$ cat config.mk
export PLATFORM = sky130hd
export DESIGN_NAME = watchdog_sleep_wake_control
export DESIGN_NICKNAME = d
export VERILOG_FILES = /design/src/wdt_sleep_pkg.sv /design/src/watchdog_sleep_wake_control.sv
export SDC_FILE = /design/constraint.sdc
export NUM_CORES = 1
export LEC_CHECK = 0
export ABC_CLOCK_PERIOD_IN_PS = 5500
export BUFFER_PORTS_ARGS = -buffer_cell sky130_fd_sc_hd__buf_2
export CAP_MARGIN = 5
export CORE_MARGIN = 4
export CORE_UTILIZATION = 60
export CTS_CLUSTER_DIAMETER = 40
export CTS_CLUSTER_SIZE = 40
export DETAILED_ROUTE_END_ITERATION = 7
export PLACE_DENSITY_LB_ADDON = 0.08
export SYNTH_ARGS = -nofsm -noshare
export SYNTH_HDL_FRONTEND = slang
export SYNTH_SLANG_ARGS = --single-unit
$ cat constraint.sdc
create_clock -name clock -period 5.5 [get_ports clock]
set_input_delay 1.1 -clock clock [delete_from_list [all_inputs] [get_ports clock]]
set_output_delay 1.1 -clock clock [all_outputs]
set_load 0.01 [all_outputs]
$ cat src/wdt_sleep_pkg.sv
// Constants for the watchdog, sleep and wake-up controller
package wdt_sleep_pkg;
    // Clock and watchdog timing
    localparam int          CLOCK_HZ         = 25000000;
    localparam int          WDT_OSC_HZ       = 1000000;
    localparam int          WDT_PERIOD_US    = 18000;
    localparam int          WDT_BASE_TICKS   = WDT_PERIOD_US * (WDT_OSC_HZ / 1000000);
    localparam int          WDT_OSC_DIV      = CLOCK_HZ / WDT_OSC_HZ;
    localparam int          OST_OSC_PERIODS  = 1024;
    localparam int          STACK_DEPTH      = 8;
    // Interrupt control bit positions
    localparam int          ICR_PORT_FLAG    = 0;
    localparam int          ICR_EDGE_FLAG    = 1;
    localparam int          ICR_TMR_FLAG     = 2;
    localparam int          ICR_PORT_EN      = 3;
    localparam int          ICR_EDGE_EN      = 4;
    localparam int          ICR_TMR_EN       = 5;
    localparam int          ICR_EE_EN        = 6;
    localparam int          ICR_GIE          = 7;
    // EEPROM control and status bit positions
    localparam int          EECR_DONE_FLAG   = 4;
    localparam int          STAT_PD          = 3;
    localparam int          STAT_TO          = 4;
    // Vectors and oscillator modes
    localparam logic [12:0] INT_VECTOR       = 13'h0004;
    localparam logic [1:0]  OSC_RC           = 2'h3;
    localparam logic [7:0]  ICR_RESET        = 8'h00;
    typedef enum logic [1:0] {
        RUN_S    = 2'b00,
        SLEEP_S  = 2'b01,
        OST_S    = 2'b10
    } pwr_state_e;
endpackage

$ cat src/watchdog_sleep_wake_control.sv
// Watchdog timer, sleep entry and wake-up control with interrupt flag sources
// Function
// - Change on upper four port B pins sets port change flag, bit 0; enable bit 3.
// - EEPROM write completion sets done flag bit 4; enable is control bit 6.
// - Interrupt entry pushes only the return program counter.
// - Watchdog counts on its own oscillator tick, running even during sleep.
// - Watchdog timeout in normal operation causes a full device reset.
// - Watchdog timeout during sleep wakes the device without reset.
// - Watchdog enable configuration at zero disables the watchdog permanently.
// - Without prescaler the watchdog times out after nominal 18 ms.
// - Software may assign prescaler up to 1:128, giving about 2.3 seconds.
// - Clear-watchdog or sleep instruction clears counter and assigned prescaler.
// - Any watchdog timeout clears the active-low timeout flag.
// - Sleep clears watchdog, clears power-down flag, sets timeout flag, stops oscillator.
// - Pins keep their drive state throughout sleep.
// - Watchdog reset never drives the external reset pin low.
// - Only reset pin, watchdog, or enabled edge/port/EEPROM interrupts wake sleep.
// - Clocked peripherals such as the timer raise no interrupts in sleep.
// - Reset pin wake resets; watchdog or interrupt wakes continue execution.
// - Sleep execution prefetches the instruction at program counter plus one.
// - Interrupt wakes only if its own enable is set, regardless of global enable.
// - After interrupt wake run next instruction, then vector to 0004h if global enable.
// - Flags set by their events regardless of individual or global enables.
// - Crystal modes wait 1024 oscillator periods after watchdog or interrupt wake; none in RC mode.
// - Timeout and power-down flags encode power-on, watchdog reset, watchdog wake.
`timescale 1ns/10ps
module watchdog_sleep_wake_control (
    // Clock and reset
    input  wire logic        clock,
    input  wire logic        rst_n,

    // Reset sources
    input  wire logic        powerOnReset,
    input  wire logic        external_reset_n,

    // Configuration word
    input  wire logic        watchdog_enable_config,
    input  wire logic [1:0]  oscMode,

    // Prescaler assignment from the option register
    input  wire logic        prescalerToWdt,
    input  wire logic [2:0]  prescalerRate,

    // Core instruction strobes
    input  wire logic        clear_watchdog_instr,
    input  wire logic        sleepInstr,
    input  wire logic        retfieInstr,
    input  wire logic        instrStep,
    input  wire logic [12:0] programCounter,

    // Interrupt control register writes
    input  wire logic        icrWrite,
    input  wire logic [7:0]  icrWriteData,
    input  wire logic        eecrDoneClear,

    // Event sources
    input  wire logic [3:0]  port_b_a,
    input  wire logic        edgeEvent,
    input  wire logic        timerOverflow,
    input  wire logic        eepromWriteDone,

    // Pin drive from the port logic
    input  wire logic [12:0] pinOutIn,
    input  wire logic [12:0] pinOeIn,

    // Status and control outputs
    output logic [7:0]  interrupt_control_reg,
    output logic        eeprom_write_done_flag,
    output logic        timeout_flag_n,
    output logic        power_down_flag_n,
    output logic        deviceReset,
    output logic        externalResetOe,
    output logic        oscDriverOn,
    output logic        coreRun,
    output logic        vectorTake,
    output logic [12:0] vectorAddr,
    output logic [12:0] prefetchAddr,
    output logic [12:0] stackTop,
    output logic [12:0] pinOut,
    output logic [12:0] pinOe
);
    // Power state

    wdt_sleep_pkg::pwr_state_e stateReg;

    // Watchdog time base, counter and prescaler

    logic [4:0]  wdtDivReg;
    logic [14:0] wdtCountReg;
    logic [6:0]  prescaleReg;

    // Port history, start-up count and return stack

    logic [3:0]  portPrevReg;
    logic [10:0] ostCountReg;
    logic [2:0]  stackPtrReg;
    logic [12:0] stackMem [wdt_sleep_pkg::STACK_DEPTH];
    logic        pendingVectorReg;

    // Decoded events

    logic        wdtTick;
    logic        wdtStep;
    logic        wdtTimeout;
    logic        wdtClear;
    logic        asleep;
    logic        wakeIrq;
    logic        irqReq;
    logic [7:0]  icr;

    // A tick every WDT_OSC_DIV clocks stands in for the watchdog oscillator.
    // With the prescaler on, each timeout count waits 2^rate ticks.
    // Rate zero counts every tick, as if no prescaler were assigned.

    assign asleep   = (stateReg == wdt_sleep_pkg::SLEEP_S);
    assign icr      = interrupt_control_reg;
    assign wdtClear = clear_watchdog_instr || sleepInstr;
    assign wdtTick  = (wdtDivReg == 5'(wdt_sleep_pkg::WDT_OSC_DIV - 1));
    // Prescaler picks every 2^rate-th tick
    assign wdtStep  = wdtTick && (!prescalerToWdt ||
                      prescaleReg == ((7'h01 << prescalerRate) - 7'h01)
                      || (prescalerRate == 3'h0));
    assign wdtTimeout = watchdog_enable_config && wdtStep &&
                        (wdtCountReg == 15'(wdt_sleep_pkg::WDT_BASE_TICKS - 1));

    // Enabled port, edge and EEPROM flags wake the core whatever the global enable
    assign wakeIrq  = (icr[wdt_sleep_pkg::ICR_PORT_EN] && icr[wdt_sleep_pkg::ICR_PORT_FLAG])
                   || (icr[wdt_sleep_pkg::ICR_EDGE_EN] && icr[wdt_sleep_pkg::ICR_EDGE_FLAG])
                   || (icr[wdt_sleep_pkg::ICR_EE_EN] && eeprom_write_done_flag);
    // Vector request in run mode needs the global enable
    assign irqReq   = icr[wdt_sleep_pkg::ICR_GIE] && (wakeIrq ||
                      (icr[wdt_sleep_pkg::ICR_TMR_EN] && icr[wdt_sleep_pkg::ICR_TMR_FLAG]));

    // Watchdog oscillator tick, free running even in sleep
    // Nothing but reset stops this divider, so sleep never halts it
    always_ff @(posedge clock) begin
        if (!rst_n || powerOnReset || wdtTick) begin
            wdtDivReg <= 5'h00;
        end else begin
            wdtDivReg <= wdtDivReg + 5'h01;
        end
    end

    // Prescaler and watchdog counter
    // Clear instruction, sleep or a zero enable bit hold both at zero
    // A timeout restarts the count so a wake starts a fresh period
    // Counter steps only on a prescaler carry
    always_ff @(posedge clock) begin
        if (!rst_n || powerOnReset || wdtClear || !watchdog_enable_config) begin
            prescaleReg <= 7'h00;
            wdtCountReg <= 15'h0000;
        end else if (wdtTick) begin
            prescaleReg <= wdtStep ? 7'h00 : prescaleReg + 7'h01;
            if (wdtTimeout) begin
                wdtCountReg <= 15'h0000;
            end else if (wdtStep) begin
                wdtCountReg <= wdtCountReg + 15'h0001;
            end
        end
    end

    // Device reset: watchdog in run mode or reset pin; pin itself never driven
    // A timeout while asleep is a wake, not a reset
    // The pin output enable stays low so the pin is never pulled
    // Power-on and reset pin hold it for as long as they last
    always_ff @(posedge clock) begin
        if (!rst_n) begin
            deviceReset     <= 1'b1;
            externalResetOe <= 1'b0;
        end else begin
            deviceReset     <= powerOnReset || !external_reset_n ||
                               (wdtTimeout && !asleep);
            externalResetOe <= 1'b0;
        end
    end

    // Sleep state machine with oscillator start-up delay
    // Wake goes to OST in crystal modes
    // and straight back to RUN in RC mode
    // Reset pin or power-on forces RUN at once
    always_ff @(posedge clock) begin
        if (!rst_n || powerOnReset || !external_reset_n) begin
            stateReg    <= wdt_sleep_pkg::RUN_S;
            ostCountReg <= 11'h000;
            oscDriverOn <= 1'b1;
        end else begin
            case (stateReg)
                wdt_sleep_pkg::RUN_S: begin
                    if (sleepInstr) begin
                        stateReg    <= wdt_sleep_pkg::SLEEP_S;
                        oscDriverOn <= 1'b0;
                    end
                end
                // Wait for a timeout or an enabled flag
                wdt_sleep_pkg::SLEEP_S: begin
                    if (wdtTimeout || wakeIrq) begin
                        oscDriverOn <= 1'b1;
                        ostCountReg <= 11'h000;
                        stateReg    <= (oscMode == wdt_sleep_pkg::OSC_RC) ?
                                       wdt_sleep_pkg::RUN_S : wdt_sleep_pkg::OST_S;
                    end
                end
                // Count start-up periods before running
                wdt_sleep_pkg::OST_S: begin
                    if (ostCountReg == 11'(wdt_sleep_pkg::OST_OSC_PERIODS - 1)) begin
                        stateReg <= wdt_sleep_pkg::RUN_S;
                    end else begin
                        ostCountReg <= ostCountReg + 11'h001;
                    end
                end
                // Unused code returns to RUN
                default: begin
                    stateReg <= wdt_sleep_pkg::RUN_S;
                end
            endcase
        end
    end

    // Core runs only in RUN and not in the cycle of the sleep strobe,
    // so the instruction after sleep waits for the wake
    always_ff @(posedge clock) begin
        if (!rst_n) begin
            coreRun <= 1'b0;
        end else begin
            coreRun <= (stateReg == wdt_sleep_pkg::RUN_S) && !sleepInstr;
        end
    end

    // Status flags: timeout and power-down
    // Timeout wins over clear and sleep in the same cycle
    // Power-on sets both; a watchdog reset leaves power-down as it was,
    // and a watchdog wake leaves both low
    always_ff @(posedge clock) begin
        if (!rst_n || powerOnReset) begin
            timeout_flag_n    <= 1'b1;
            power_down_flag_n <= 1'b1;
        end else if (wdtTimeout) begin
            timeout_flag_n    <= 1'b0;
        end else if (clear_watchdog_instr) begin
            timeout_flag_n    <= 1'b1;
            power_down_flag_n <= 1'b1;
        end else if (sleepInstr) begin
            timeout_flag_n    <= 1'b1;
            power_down_flag_n <= 1'b0;
        end
    end

    // Interrupt control register; events win over software clear
    // Flags set whatever the enables, so software can poll them
    // Timer flag is blocked in sleep since its clock is stopped there
    // Global enable drops on vectoring and returns on interrupt return
    always_ff @(posedge clock) begin
        if (!rst_n || deviceReset) begin
            interrupt_control_reg <= wdt_sleep_pkg::ICR_RESET;
            portPrevReg           <= port_b_a;
        end else begin
            logic [7:0] nextIcr;
            nextIcr = icrWrite ? icrWriteData : interrupt_control_reg;
            if (port_b_a != portPrevReg) begin
                nextIcr[wdt_sleep_pkg::ICR_PORT_FLAG] = 1'b1;
            end
            if (edgeEvent) begin
                nextIcr[wdt_sleep_pkg::ICR_EDGE_FLAG] = 1'b1;
            end
            if (timerOverflow && !asleep) begin
                nextIcr[wdt_sleep_pkg::ICR_TMR_FLAG] = 1'b1;
            end
            // Vectoring takes precedence over a return in the same cycle
            if (vectorTake) begin
                nextIcr[wdt_sleep_pkg::ICR_GIE] = 1'b0;
            end else if (retfieInstr) begin
                nextIcr[wdt_sleep_pkg::ICR_GIE] = 1'b1;
            end
            interrupt_control_reg <= nextIcr;
            portPrevReg           <= port_b_a;
        end
    end

    // EEPROM write done flag; a completion beats a clear in the same cycle
    always_ff @(posedge clock) begin
        if (!rst_n || deviceReset) begin
            eeprom_write_done_flag <= 1'b0;
        end else if (eepromWriteDone) begin
            eeprom_write_done_flag <= 1'b1;
        end else if (eecrDoneClear) begin
            eeprom_write_done_flag <= 1'b0;
        end
    end

    // Prefetch of the instruction after sleep and interrupt vectoring
    // A wake by an enabled flag records the global enable; the next
    // instruction step then vectors if it was set, else runs in line
    // One step always passes first so the prefetched word runs
    always_ff @(posedge clock) begin
        if (!rst_n) begin
            prefetchAddr     <= 13'h0000;
            pendingVectorReg <= 1'b0;
            vectorTake       <= 1'b0;
            vectorAddr       <= 13'h0000;
        end else begin
            // Address of the word after the current one
            prefetchAddr <= programCounter + 13'h0001;
            vectorTake   <= 1'b0;
            if (asleep && wakeIrq) begin
                pendingVectorReg <= icr[wdt_sleep_pkg::ICR_GIE];
            end else if (coreRun && instrStep && (pendingVectorReg || irqReq)
                         && !vectorTake) begin
                pendingVectorReg <= 1'b0;
                vectorTake       <= icr[wdt_sleep_pkg::ICR_GIE];
                vectorAddr       <= wdt_sleep_pkg::INT_VECTOR;
            end
        end
    end

    // Return address stack; nothing else is saved
    // Working and status registers are left to software
    // Eight entries; an overflow wraps and overwrites the oldest
    // Pop reads two below the pointer since the top copy is registered
    always_ff @(posedge clock) begin
        if (!rst_n || deviceReset) begin
            stackPtrReg <= 3'h0;
            stackTop    <= 13'h0000;
        end else if (vectorTake) begin
            stackMem[stackPtrReg] <= prefetchAddr;
            stackTop              <= prefetchAddr;
            stackPtrReg           <= stackPtrReg + 3'h1;
        end else if (retfieInstr) begin
            stackPtrReg <= stackPtrReg - 3'h1;
            stackTop    <= stackMem[stackPtrReg - 3'h2];
        end
    end

    // Pin drive frozen during sleep
    // Last drive before sleep is kept: level and enable both hold
    // Port logic may keep changing its request; only the latch is gated
    // Outputs follow the request one cycle late in run mode
    always_ff @(posedge clock) begin
        if (!rst_n) begin
            pinOut <= 13'h0000;
            pinOe  <= 13'h0000;
        end else if (stateReg == wdt_sleep_pkg::RUN_S && !sleepInstr) begin
            pinOut <= pinOutIn;
            pinOe  <= pinOeIn;
        end
    end
endmodule

==> results of run 1 <==
-- worst paths after layout --
| kind | startpoint | to | slack [ns] | cells after the start |
|---|---|---|---|---|
| worst max-delay path | prescalerRate[2] | wdtCountReg[10] | 1.87 | 9 |
| worst min-delay path | pinOut[8] | pinOut[8] | 0.46 | 2 |
| worst min register to register | pinOut[8] | pinOut[8] | 0.46 | 2 |
| worst max register to register | vectorTake | stackMem[5][11] | 2.55 | 3 |
-- metrics by stage --
stage                     util, %  std cells  power [mW]  setup slack, ns
after global placement      65.77       1077       1.968            1.462
final                       73.40       1135       4.055            1.867
after global routing        73.40       1135       4.195            1.752
after CTS                   73.40       1135       4.084            1.910
after detailed placement    65.77       1077       1.978            1.326
after floorplan                 -        800       1.907            1.669
-- worst min-delay path, cell delays in order (launching register included) --
cell                       delay, ns
sky130_fd_sc_hd__dfxtp_1        0.31
sky130_fd_sc_hd__nand2_1        0.05
sky130_fd_sc_hd__a21boi_0       0.06
-- routing by layer --
| metal | global-route usage [%] | up-vias | routed length (um) |
|---|---|---|---|
| met5 | 0 | - | 0 |
| met1 | 29.53 | 3197 | 8598 |
| li1 | - | 3117 | - |
| met3 | 5.153 | 23 | 1253 |
| met4 | 5.251 | 0 | 314 |
| met2 | 40.17 | 205 | 10240 |
-- power breakdown --
part | internal (mW) | total [mW] | switching, mW
Combinational | 0.0766 | 0.179 | 0.102
Sequential | 1.74 | 1.76 | 0.0277
Clock | 1.25 | 2.11 | 0.864
Total | 3.06 | 4.05 | 0.994
-- synthesized netlist by cell type (all sizes together) (7+ instances only) --
cell type / count / area, um^2
dfxtp: 116 / 2322
edfxtp: 104 / 3123
nand2: 102 / 382.9
nor2: 67 / 251.5
a21oi: 33 / 168.9
a21boi: 31 / 232.7
clkbuf: 30 / 112.6
mux4: 26 / 585.6
buf: 22 / 146.4
and2: 19 / 118.9
mux2i: 17 / 170.2
nand3: 17 / 85.08
xnor2: 17 / 156.4
xor2: 17 / 148.9
o21ai: 16 / 83.83
a211oi: 14 / 105.1
inv: 14 / 52.55
or3: 14 / 87.58
ha: 11 / 137.6
nor3: 11 / 55.05
and3: 9 / 56.30
nand4: 9 / 56.30
nor2b: 7 / 43.79
-- cell families after synthesis --
kind of cell	count (synthesis)	synth area share [%]
and+or+nand+nor	288	15.25
adders and majority gates	12	1.710
xor gates and xnor gates	34	3.311
buffers and inverters	66	3.379
muxes	43	8.196
other	1	0.04067
AOI/OAI and AO/OA	124	9.052
DFF	220	59.06
-- layout make-up --
cell class	instances	share of cell area (%)
clock buffer	31	6.978
inverter	14	0.4727
multi-input combinational	514	31.60
timing repair buffer	141	6.415
sequential	220	48.99
clock inverter	27	3.422
tap	188	2.116
==> results.md, run 1 <==
- In this run the cell area measured after placement is between 0.009 and 0.01 mm^2.
- In this run, synthesis inferred 104 flip-flops with an integrated enable.
- The post-detailed-route via-to-cell ratio is 5.764.
- The max-slew violation total from the final report is 0.
- The count of distinct cell types in the synthesized netlist is around 60.
- The number of antenna violations at the first check in global routing is 0.
- Across the VDD grid, the largest voltage drop is 307.3 uV.
- In the finished design, the share of the clock period the worst path needs comes to 66.05%.
- The top register by number of flip-flops is stackMem.
- Walking the worst path, the cells encountered are buf_2 > or3_1 > ha_1 > xnor2_2 > xnor2_1 > o311a_1 > or3_1 > or4_1 > a21oi_1.
- The library cells used most frequently in the layout, excluding fill and tap cells, are 138 x sky130_fd_sc_hd__buf_2, 115 x sky130_fd_sc_hd__dfxtp_1, 104 x sky130_fd_sc_hd__edfxtp_1.
- For the pin with the worst max-slew slack, the measured transition is 1.179 ns.
- The total global-route track usage is between 20% and 30%.
- The number of hold-slack violations in the final timing report is 0.
- For this run, the detailed router's first-pass iteration total came to 4.
- The number of buffers created by CTS is 31.
- Of the synthesized area, sequential elements account for 59.06%.
- The core region is 0.01515 mm^2.
- The share of flip-flops with an asynchronous set or reset after synthesis is 0%.
- The final instance area is ~0.011 mm^2.
- The library cell appearing most often on the critical path is sky130_fd_sc_hd__or3_1.
- The arrival time reported for the critical path endpoint is approximately 4.1 ns.
- The count of nets left with antenna violations once routing finished came out at 0.
- The layout has 1,022 filler cells.
- The leftover overflow at the end of global routing is 0.
- The tightest min-delay check is of the reg2reg type.
- The worst clock skew is around 0.015 ns.
- The routed length per instance is 17.98 um.
- The clock latency on the worst-skew pair is 0.55 ns.
- The post-CTS resize count is 0.
- Port buffering added 138 buffers.
- The total of max-cap violations is 0.
- The area taken by multi-input logic gates is roughly 0.0035 mm^2.
- Once the clock tree was built, the setup fixing pass inserted 0 buffers.
- Hold timing on the final database bottoms out at a slack of around 0.46 ns.
- The maximum net fanout on the critical path is 18.
- Entering global routing, the biggest net connects 46 pins.
- The detailed-route wire length is 20.41 mm.
- The number of top-level design ports is between 150 and 200.
- The number of buffer and inverter stages on the critical path is 1.
- The final setup violation count is 0.
- The yosys synthesis warning count is 0.
- The final antenna diode count is 0.
- Broken down by cell family, the worst path's largest delay share belongs to simple AND/OR/NAND/NOR gates.
- Across all layers, the routed design uses ~6,500 vias.
- The residual DRC count is 0.
- Setup repair after global routing left no endpoint under its margin.
- The initial core utilization is roughly three fifths.
- The standard cell with the maximum stage delay on the critical path is sky130_fd_sc_hd__or3_1.
- The number of global-route vias before repair is 6,676.
- Leaving out fill and tap cells, the most frequent cell in the layout is sky130_fd_sc_hd__buf_2.
- Measured along the y axis, the die boundary spans 132.0 um.
- The shortest period the worst path allows is ~3.6 ns.
- Clock-pin slew was measured on the worst setup and hold paths at 0.06 ns.
- The maximum cell stage delay along the critical path is 0.60 ns.
- The share of final-layout standard cells stronger than drive strength 1 is 24.71%.
- Clock tree synthesis found a total of between 200 and 250 sinks.
- The die covers between 0.015 and 0.02 mm^2.
- Dividing the synthesized area by the synthesized cell count gives between 10 and 15 um^2.
- The post-synthesis instance area is slightly above 0.009 mm^2.
- The number of DRC markers after the initial detailed-route iteration is 325.
- After the last flow step, the layout net total stands at roughly 1,000.
- For this design the static power due to leakage is between 4 and 5 nW.
- Routability-driven placement finished with a final weighted congestion of slightly below 0.9.
- The sequential standard cell area is 0.005446 mm^2.
- The area growth from synthesis to layout is 20.57%.
- The count of hold buffers inserted by post-cts repair is 0.
- The element type at the critical path start is an input pin.
- The TritonCTS clock tree is done.
- The endpoint type of the worst setup path is a flip-flop.
- Adding up every negative setup slack in the final design gives 0 ns.
- The highest attainable clock frequency is around 280 MHz.
- The buffer depth of the longest clock path is 3.
- The instance count of the mapped netlist is 788.
- After legalization and detailed placement, the total HPWL measured 13.17 mm.
- Among all flip-flop cells after synthesis, the most frequent one is sky130_fd_sc_hd__dfxtp_1.
- The flip-flop count of the largest register, all copies and words added is around 100.
- In this run the tightest slew margin relative to its limit is 21.27%.
- In the final layout, the registers with the most flip-flops are stackMem x104, wdtCountReg x15.
- The total power per unit cell area is 364.8 mW/mm^2.
- The first global-routing pass estimated 33.04 mm of wire.
- The floorplan has 45 rows.
- The clock root buffer is sky130_fd_sc_hd__clkbuf_16.
- In this run the number of H-tree levels came out at 1.
- The run finished with clean final reports.
- Data on the critical path is required at its endpoint by 5.97 ns.
- The classification of the worst setup path is in2reg.
- The synthesized design contains 220 register bits.
- The die extent in x is around 130 um.
Note: power is estimated with default switching activity, not from simulation.
==> run 2: changes to the inputs <==
--- a/config.mk
+++ b/config.mk
@@ -5,11 +5,11 @@
 export SDC_FILE = /design/constraint.sdc
 export NUM_CORES = 1
 export LEC_CHECK = 0
-export ABC_CLOCK_PERIOD_IN_PS = 5500
+export ABC_CLOCK_PERIOD_IN_PS = 3300
 export BUFFER_PORTS_ARGS = -buffer_cell sky130_fd_sc_hd__buf_2
 export CAP_MARGIN = 5
 export CORE_MARGIN = 4
-export CORE_UTILIZATION = 60
+export CORE_UTILIZATION = 51
 export CTS_CLUSTER_DIAMETER = 40
 export CTS_CLUSTER_SIZE = 40
 export DETAILED_ROUTE_END_ITERATION = 7
==> constraint.sdc (replaced) <==
create_clock -name clock -period 3.3 [get_ports clock]
set_input_delay 0.66 -clock clock [delete_from_list [all_inputs] [get_ports clock]]
set_output_delay 0.66 -clock clock [all_outputs]
set_load 0.01 [all_outputs]
==> run 2 against run 1 <==
  * Non-clock buffer count grew 22
  * Clock skew rose by 0.0084 ns
  * Sequential cell count stayed put
  * Register-to-register slack got worse by 1.6 ns
  * First-iteration DRC count fell by 22%
  * Utilization is 9.5 points lower
  * Final cell count grew 4.8%
  * Global-route usage shrank 2.4 points
  * Sequential share of layout area is 0.21 points lower
  * Die area is 17% higher
  * Hold slack lost 0.21 ns
  * Final area increased by 0.43%
  * Critical endpoint is now wdtCountReg[1]
  * Largest power group unchanged
==> results.md, run 2 (synthesis gave the netlist of run 1 again) <==
- The H-tree depth is 1 (unchanged).
- The number of hold-slack violations in the final timing report is 0 (unchanged).
- The number of setup buffers added after CTS came to 0 (unchanged).
- The area growth from synthesis to layout is 21.09%.
- The net count reported at finish is 1,025 (+2.0%).
- The global-route wire length before repair was 33.73 mm (+2.1%).
- The worst-case vdd ir drop is 383.3 uV (+25%).
- The global placement routability congestion is 0.8833 (+1.7%).
- The required time of the critical path came to 3.71 ns (-2.26 ns).
- The clock latency on the worst-skew pair is 0.54 ns (about the same).
- The final setup violation count is 0 (unchanged).
- The number of input and output port buffers inserted is 138 (unchanged).
- The final cell utilization of the core is 63.88% (-9.5 points).
- The maximum number of pins on one net before global-route repair is 44 (-4.3%).
- The setup path with the least slack is of type in2reg.
- The clock sink count is 220 (unchanged).
- The buffer depth of the longest clock path is 3 (unchanged).
- The total power per unit cell area is 565.8 mW/mm^2 (+55%).
- The vertical die dimension is 142.5 um (+8.0%).
- The worst setup path is launched from an input pin.
- The flow ran to the end, and the final reports show no timing, DRC or antenna violations.
- The headroom to the max-slew limit is 38.40% (+17 points).
- The number of antenna violations at the first check in global routing is 1 (+1).
- Setup repair after global routing left no endpoint under its margin.
- The number of placement rows was 48 (+6.7%).
- The vias after detailed routing is 6,444 (-1.5%).
- The die footprint is 0.02029 mm^2 (+17%).
- The post-CTS resize count came to 0 (unchanged).
- Leaving out fill and tap cells, the most frequent cells in the layout are 138 x sky130_fd_sc_hd__buf_2, 115 x sky130_fd_sc_hd__dfxtp_1, 104 x sky130_fd_sc_hd__edfxtp_1.
- The core area is 0.01748 mm^2 (+15%).
- The final antenna-violating net count is 0 (unchanged).
- The share of final-layout standard cells stronger than drive strength 1 was 26.11% (+1.4 points).
- The slew at the pin closest to its max-slew limit is 0.9240 ns (-0.2552 ns).
- The routed length per instance was 17.49 um (-2.7%).
- The TritonCTS clock tree is done.
- The flip-flop count of the largest register, all copies and words added is 104 (unchanged).
- The total of max-cap violations is 0 (unchanged).
- The leakage dissipation is 4.269 nW (+0.99%).
- The iteration count of the initial detailed-routing pass is 5 (+1).
- The leftover overflow at the end of global routing is 0 (unchanged).
- In this run the worst hold path is classified as in2reg.
- The residual DRC count came to 0 (unchanged).
- The number of cells in the design after placement is 1,136 (+5.5%).
- The worst clock skew is 0.02298 ns (+0.008426 ns).
- The worst min-delay path startpoint is port_b_a[0].
- The total global-route track usage is 20.57% (-2.4 points).
- The critical register-to-register path startpoint is prescaleReg[4].
- The top register by number of flip-flops is stackMem.
- The number of top-level design ports is 152 (unchanged).
- Counting I/O delays and the setup requirement, the final critical path takes 2.943 ns.
- The clock root buffer is sky130_fd_sc_hd__clkbuf_16.
- The number of buffers created by CTS came to 29 (-6.5%).
- The detailed-route wire length is 20.82 mm (+2.0%).
- The critical path launch point is prescalerRate[0].
- The leading cell type in the layout, fill and taps excluded is sky130_fd_sc_hd__buf_2.
- The max-slew violation total from the final report came to 0 (unchanged).
- The number of DRC markers after the initial detailed-route iteration is 252 (-22%).
- Static timing analysis puts the maximum clock frequency at roughly 340 MHz.
- The post-detailed-placement half-perimeter wirelength was 14.13 mm (+7.2%).
- The die extent in x was 142.5 um (+8.0%).
- The filler cell count is 1,382 (+35%).
- The maximum net fanout on the critical path was 9 (-9).
- The initial core utilization is 52.76% (-8.1 points).
- The post-detailed-route via-to-cell ratio is 5.415 (-6.1%).
- The clock-pin slew of the registers on the worst-case setup and hold paths is 0.06 ns (about the same).
- In the final layout, the registers with the most flip-flops are stackMem x104, wdtCountReg x15.
- The arrival time reported for the critical path endpoint is 3.35 ns (-0.75 ns).
- The final cell count without fillers is 1,190 (+4.8%).
- Dividing the final minimum period by the clock period gives 89.20%.
- The final antenna diode count is 0 (unchanged).
- The count of hold buffers inserted by post-cts repair was 0 (unchanged).
- The endpoint type of the worst setup path is a flip-flop.
- The number of global-route vias before repair came to 6,603 (-1.1%).
-- run 2: worst paths after layout --
| kind | endpoint | slack [ns] | depth (start not counted) |
|---|---|---|---|
| setup / recovery | wdtCountReg[1] | 0.36 | 10 |
| hold / removal | portPrevReg[0] | 0.26 | 1 |
| setup reg to reg | wdtCountReg[1] | 0.91 | 7 |
| hold reg to reg | pinOe[11] | 0.46 | 2 |
-- run 2: final cells by class --
cell class	count	area [um^2]	share of cell area [%]
sequential	220	5446	48.78
multi-input combinational	514	3521	31.54
timing repair buffer	163	878.3	7.867
clock buffer	31	755.7	6.769
tap	225	281.5	2.522
clock inverter	23	229.0	2.051
inverter	14	52.55	0.4707
-- run 2: worst max-delay path, cell delays in order --
cell and delay [ns]:
sky130_fd_sc_hd__buf_2 0.10, sky130_fd_sc_hd__or3_1 0.40, sky130_fd_sc_hd__ha_1 0.34, sky130_fd_sc_hd__nor4bb_1 0.17, sky130_fd_sc_hd__a311oi_1 0.30, sky130_fd_sc_hd__o22ai_1 0.19
sky130_fd_sc_hd__or3_1 0.53, sky130_fd_sc_hd__buf_4 0.23, sky130_fd_sc_hd__o21ai_2 0.31, sky130_fd_sc_hd__o22ai_1 0.12
-- run 2: report_power, final --
part           total [mW]  leakage [nW]  internal (mW)  switching, mW
clock                3.06         0.495           1.75           1.31
combinational       0.314          1.88          0.138          0.175
sequential           2.94          1.90           2.90         0.0448
-- run 2: per-layer routing --
| metal | routed length, um | vias up | track usage (%) |
|---|---|---|---|
| li1 | - | 3150 | - |
| met1 | 8663 | 3093 | 25.56 |
| met2 | 10540 | 167 | 36.75 |
| met3 | 1237 | 32 | 4.435 |
| met4 | 366 | 2 | 4.902 |
| met5 | 13 | - | 0 |
-- run 2: stage by stage --
| step | power (mW) | hold WS [ns] | instance area (um^2) | setup slack, ns | setup TNS, ns |
|---|---|---|---|---|---|
| 5_1_grt | 6.558 | 0.2388 | 11160 | 0.2064 | 0 |
| 2_1_floorplan | 3.182 | 0.4287 | 9281 | 0.001230 | 0 |
| 4_1_cts | 6.386 | 0.2378 | 11160 | 0.4280 | 0 |
| 3_3_place_gp | 3.298 | 0.4426 | 10180 | -0.02103 | -0.1974 |
| 3_5_place_dp | 3.313 | 0.4512 | 10180 | -0.1534 | -2.589 |
| 6_report | 6.317 | 0.2575 | 11160 | 0.3565 | 0 |
==> run 3: changes to the inputs <==
--- a/config.mk
+++ b/config.mk
@@ -14,6 +14,7 @@
 export CTS_CLUSTER_SIZE = 40
 export DETAILED_ROUTE_END_ITERATION = 7
 export PLACE_DENSITY_LB_ADDON = 0.08
+export REMOVE_ABC_BUFFERS = 1
 export SYNTH_ARGS = -nofsm -noshare
 export SYNTH_HDL_FRONTEND = slang
 export SYNTH_SLANG_ARGS = --single-unit
==> run 3 against run 2 <==
  * Power is 7.5% higher
  * Hold slack better by 0.041 ns
  * Wire length increased by 1.5%
  * Final area rose by 1.9%
  * Non-clock buffer count grew 7
  * Final cell count increased by 1.2%
  * Combinational power about the same
  * Sequential cell count unchanged
  * Sequential share of layout area down 0.91 points
  * Via count rose by 3.0%
  * Largest power group unchanged
==> results.md, run 3 (synthesis gave the netlist of run 1 again) <==
- The flip-flop count of the largest register, all copies and words added is 104 (unchanged).
- The leading cell type in the layout, fill and taps excluded is sky130_fd_sc_hd__buf_2.
- The internal power component is 5.306 mW (+11%).
- The final cycle utilization of the critical path was 90.76% (+1.6 points).
- TritonCTS built the clock tree.
- The vias after detailed routing is 6,640 (+3.0%).
- The iteration count of the initial detailed-routing pass is 5 (unchanged).
- The startpoint identified for the worst register-to-register timing path is prescaleReg[2].
- The standard cell with the maximum stage delay on the critical path is sky130_fd_sc_hd__or4_1.
- The leftover overflow at the end of global routing is 0 (unchanged).
- The number of placement rows is 48 (unchanged).
- Leaving out fill and tap cells, the most frequent cells in the layout are 138 x sky130_fd_sc_hd__buf_2, 115 x sky130_fd_sc_hd__dfxtp_1, 104 x sky130_fd_sc_hd__edfxtp_1.
- The net switching power figure was 1.484 mW (-3.0%).
- The clock latency on the worst-skew pair came to 0.50 ns (-0.04 ns).
- The run finished with clean final reports.
- The number of top-level design ports was 152 (unchanged).
- The total of max-cap violations is 0 (unchanged).
- The capture instance of the worst register-to-register path is wdtCountReg[8].
- The total global-route track usage is 20.65% (+0.076 points).
- The library cell appearing most often on the critical path is sky130_fd_sc_hd__or3_1.
- The highest attainable clock frequency is 333.9 MHz (-1.7%).
- The number of antenna violations at the first check in global routing was 0 (-1).
- The slack of the worst reg-to-reg path is 0.92 ns (about the same).
- More flip-flops sit in one register than any other, and that register is stackMem.
- The final total negative setup slack is 0 ns (unchanged).
- From synthesis to final layout, the design area changed by 23.38%.
- The leakage dissipation is 4.361 nW (+2.2%).
- The residual DRC count is 0 (unchanged).
- The global routing met3 resource utilization is 5.007% (+0.57 points).
- The global-route track usage on met2 is 36.37% (-0.37 points).
- The number of setup buffers added after CTS is 0 (unchanged).
- The share of final-layout standard cells stronger than drive strength 1 is 26.66% (+0.55 points).
- Setup repair after global routing left no endpoint under its margin.
- The headroom to the max-slew limit is 35.11% (-3.3 points).
- The critical path goes through buf_2 > or3_1 > ha_1 > xnor2_2 > xnor2_1 > o311a_1 > or3_1 > or4_1 > a21oi_1.
- The vertical die dimension came to 142.5 um (unchanged).
- The clock sink count was 220 (unchanged).
- The layer with the highest usage after global routing is met2.
- The register share of total power is 43.3% (-3.2 points).
- The count of hold buffers inserted by post-cts repair is 0 (unchanged).
- The post-route worst setup slack is 0.3048 ns (-0.05169 ns).
- The detailed-route wire length is 21.14 mm (+1.5%).
- The total power per unit cell area is 596.8 mW/mm^2 (+5.5%).
- The net count reported at finish is 1,037 (+1.2%).
- The maximum net fanout on the critical path was 9 (unchanged).
- The post-detailed-placement half-perimeter wirelength is 13.95 mm (-1.2%).
- In this run the clock root is driven by a sky130_fd_sc_hd__clkbuf_16.
- The final setup violation count is 0 (unchanged).
- The number of DRC markers after the initial detailed-route iteration was 321 (+27%).
- The routed length per instance was 17.55 um (+0.36%).
- The most critical setup path has its endpoint at wdtCountReg[8].
- The number of hold-slack violations in the final timing report is 0 (unchanged).
- The slew at the pin closest to its max-slew limit is 0.9733 ns (+0.04928 ns).
- The post-CTS resize count was 0 (unchanged).
- The arrival time reported for the critical path endpoint was 3.41 ns (+0.06 ns).
- The switching fraction of total power was 21.86% (-2.4 points).
- The classification of the worst setup path is in2reg.
- The final cell utilization of the core was 65.09% (+1.2 points).
- The critical path launch point is prescalerRate[2].
- The met1 demand-to-capacity share in global routing is 25.02% (-0.55 points).
- The combinational group share of total power is 4.7% (-0.3 points).
- The H-tree depth is 2 (+1).
- The post-detailed-route via-to-cell ratio is 5.515 (+1.8%).
- The placement-stage worst setup slack is -0.1630 ns (-0.009593 ns).
- The maximum number of pins on one net before global-route repair is 35 (-20%).
- The required time of the critical path was 3.71 ns (about the same).
- The final antenna-violating net count came to 0 (unchanged).
- The number of input and output port buffers inserted is 138 (unchanged).
- The element type at the critical path start is an input pin.
- The final antenna diode count came to 0 (unchanged).
- The number of global-route vias before repair came to 6,741 (+2.1%).
- The die footprint is 0.02029 mm^2 (unchanged).
- The shortest period the worst path allows is 2.995 ns (+0.05169 ns).
- The global-route wire length before repair is 33.63 mm (-0.29%).
- The largest registers in the layout are stackMem x104, wdtCountReg x15.
- The core area is 0.01748 mm^2 (unchanged).
- The filler cell count is 1,382 (unchanged).
- The endpoint type of the worst setup path is a flip-flop.
- The die extent in x was 142.5 um (unchanged).
- The worst clock skew was 0.01593 ns (-0.007056 ns).
- The initial core utilization came to 52.76% (unchanged).
- The class of the tightest hold or removal check is in2reg.
- The logic depth of the worst register-to-register path is 6 (-1).
- The worst-case vdd ir drop came to 357.4 uV (-6.8%).
- The number of buffers created by CTS is 34 (+17%).
- The power share of the clock group is 52.0% (+3.5 points).
- The clock-pin slew of the registers on the worst-case setup and hold paths is 0.06 ns (about the same).
- The buffer depth of the longest clock path came to 3 (unchanged).
- The maximum cell stage delay along the critical path is 0.55 ns (+0.02 ns).
- The global placement routability congestion is 0.8503 (-3.7%).
- The max-slew violation total from the final report is 0 (unchanged).
[run 3: cell types whose count changed in the layout (fill, tap and decap cells not counted), moves of 2 or more]
cell and delta:
sky130_fd_sc_hd__clkbuf_1 +5, sky130_fd_sc_hd__inv_8 -6, sky130_fd_sc_hd__clkbuf_16 +7, sky130_fd_sc_hd__clkinv_2 -2, sky130_fd_sc_hd__clkinv_4 +2, sky130_fd_sc_hd__bufinv_16 +2
sky130_fd_sc_hd__clkinv_8 -4, sky130_fd_sc_hd__clkbuf_8 +2, sky130_fd_sc_hd__buf_4 +7, sky130_fd_sc_hd__clkinvlp_4 +4
[run 3: layout make-up]
cell class              instances  area (um^2)  area share, %
clock buffers                  44        972.2          8.546
multi-input cells             514         3513          30.88
inverters                      14        52.55         0.4619
flip-flops and latches        220         5446          47.88
repair buffers                170        930.9          8.183
well taps                     225        281.5          2.475
clock inverters                17        178.9          1.573
[run 3: worst min-delay path by stage]
stage                    start              end  slack, ns  cells after the start
2_1_floorplan  ostCountReg[10]  ostCountReg[10]       0.43                      2
3_3_place_gp   ostCountReg[10]  ostCountReg[10]       0.44                      2
3_5_place_dp          pinOe[9]         pinOe[9]       0.46                      2
4_1_cts            port_b_a[1]   portPrevReg[1]       0.28                      1
5_1_grt            port_b_a[0]   portPrevReg[0]       0.29                      1
6_report           port_b_a[1]   portPrevReg[1]       0.30                      1
[run 3: worst max-delay path: cells and delay by family]
kind	cells	cell delay, ns
XOR/XNOR	2	0.31
adder cells (fa/ha/maj)	1	0.32
buffers and inverters	1	0.10
AND/OR/NAND/NOR	3	1.45
AO/OA/AOI/OAI	2	0.56
[run 3: per-stage QoR]
| step | total power, mW | hold slack [ns] | area, um^2 | instances |
|---|---|---|---|---|
| global route | 7.049 | 0.2853 | 11380 | 1204 |
| global placement | 3.300 | 0.4416 | 10220 | 1143 |
| finish | 6.790 | 0.2984 | 11380 | 1204 |
| floorplan | 3.145 | 0.4287 | 9006 | 748 |
| CTS | 6.869 | 0.2814 | 11380 | 1204 |
| detailed placement | 3.315 | 0.4551 | 10220 | 1143 |
[run 3: power groups by stage]
stage                     sequential (mW)  clock (mW)  combinational, mW
after global placement               2.99           0              0.306
after global routing                 2.95        3.75              0.352
after CTS                            2.94        3.61              0.319
after detailed placement             3.00           0              0.318
after floorplan                      3.00           0              0.140
final                                2.94        3.53              0.317
[run 3: routing by layer]
| layer | share of wire, % | up-vias | wire length [um] |
|---|---|---|---|
| li1 | - | 3168 | - |
| met1 | 41 | 3217 | 8714 |
| met2 | 50 | 221 | 10580 |
| met3 | 6.6 | 34 | 1397 |
| met4 | 2.1 | 0 | 441 |
| met5 | 0 | - | 0 |
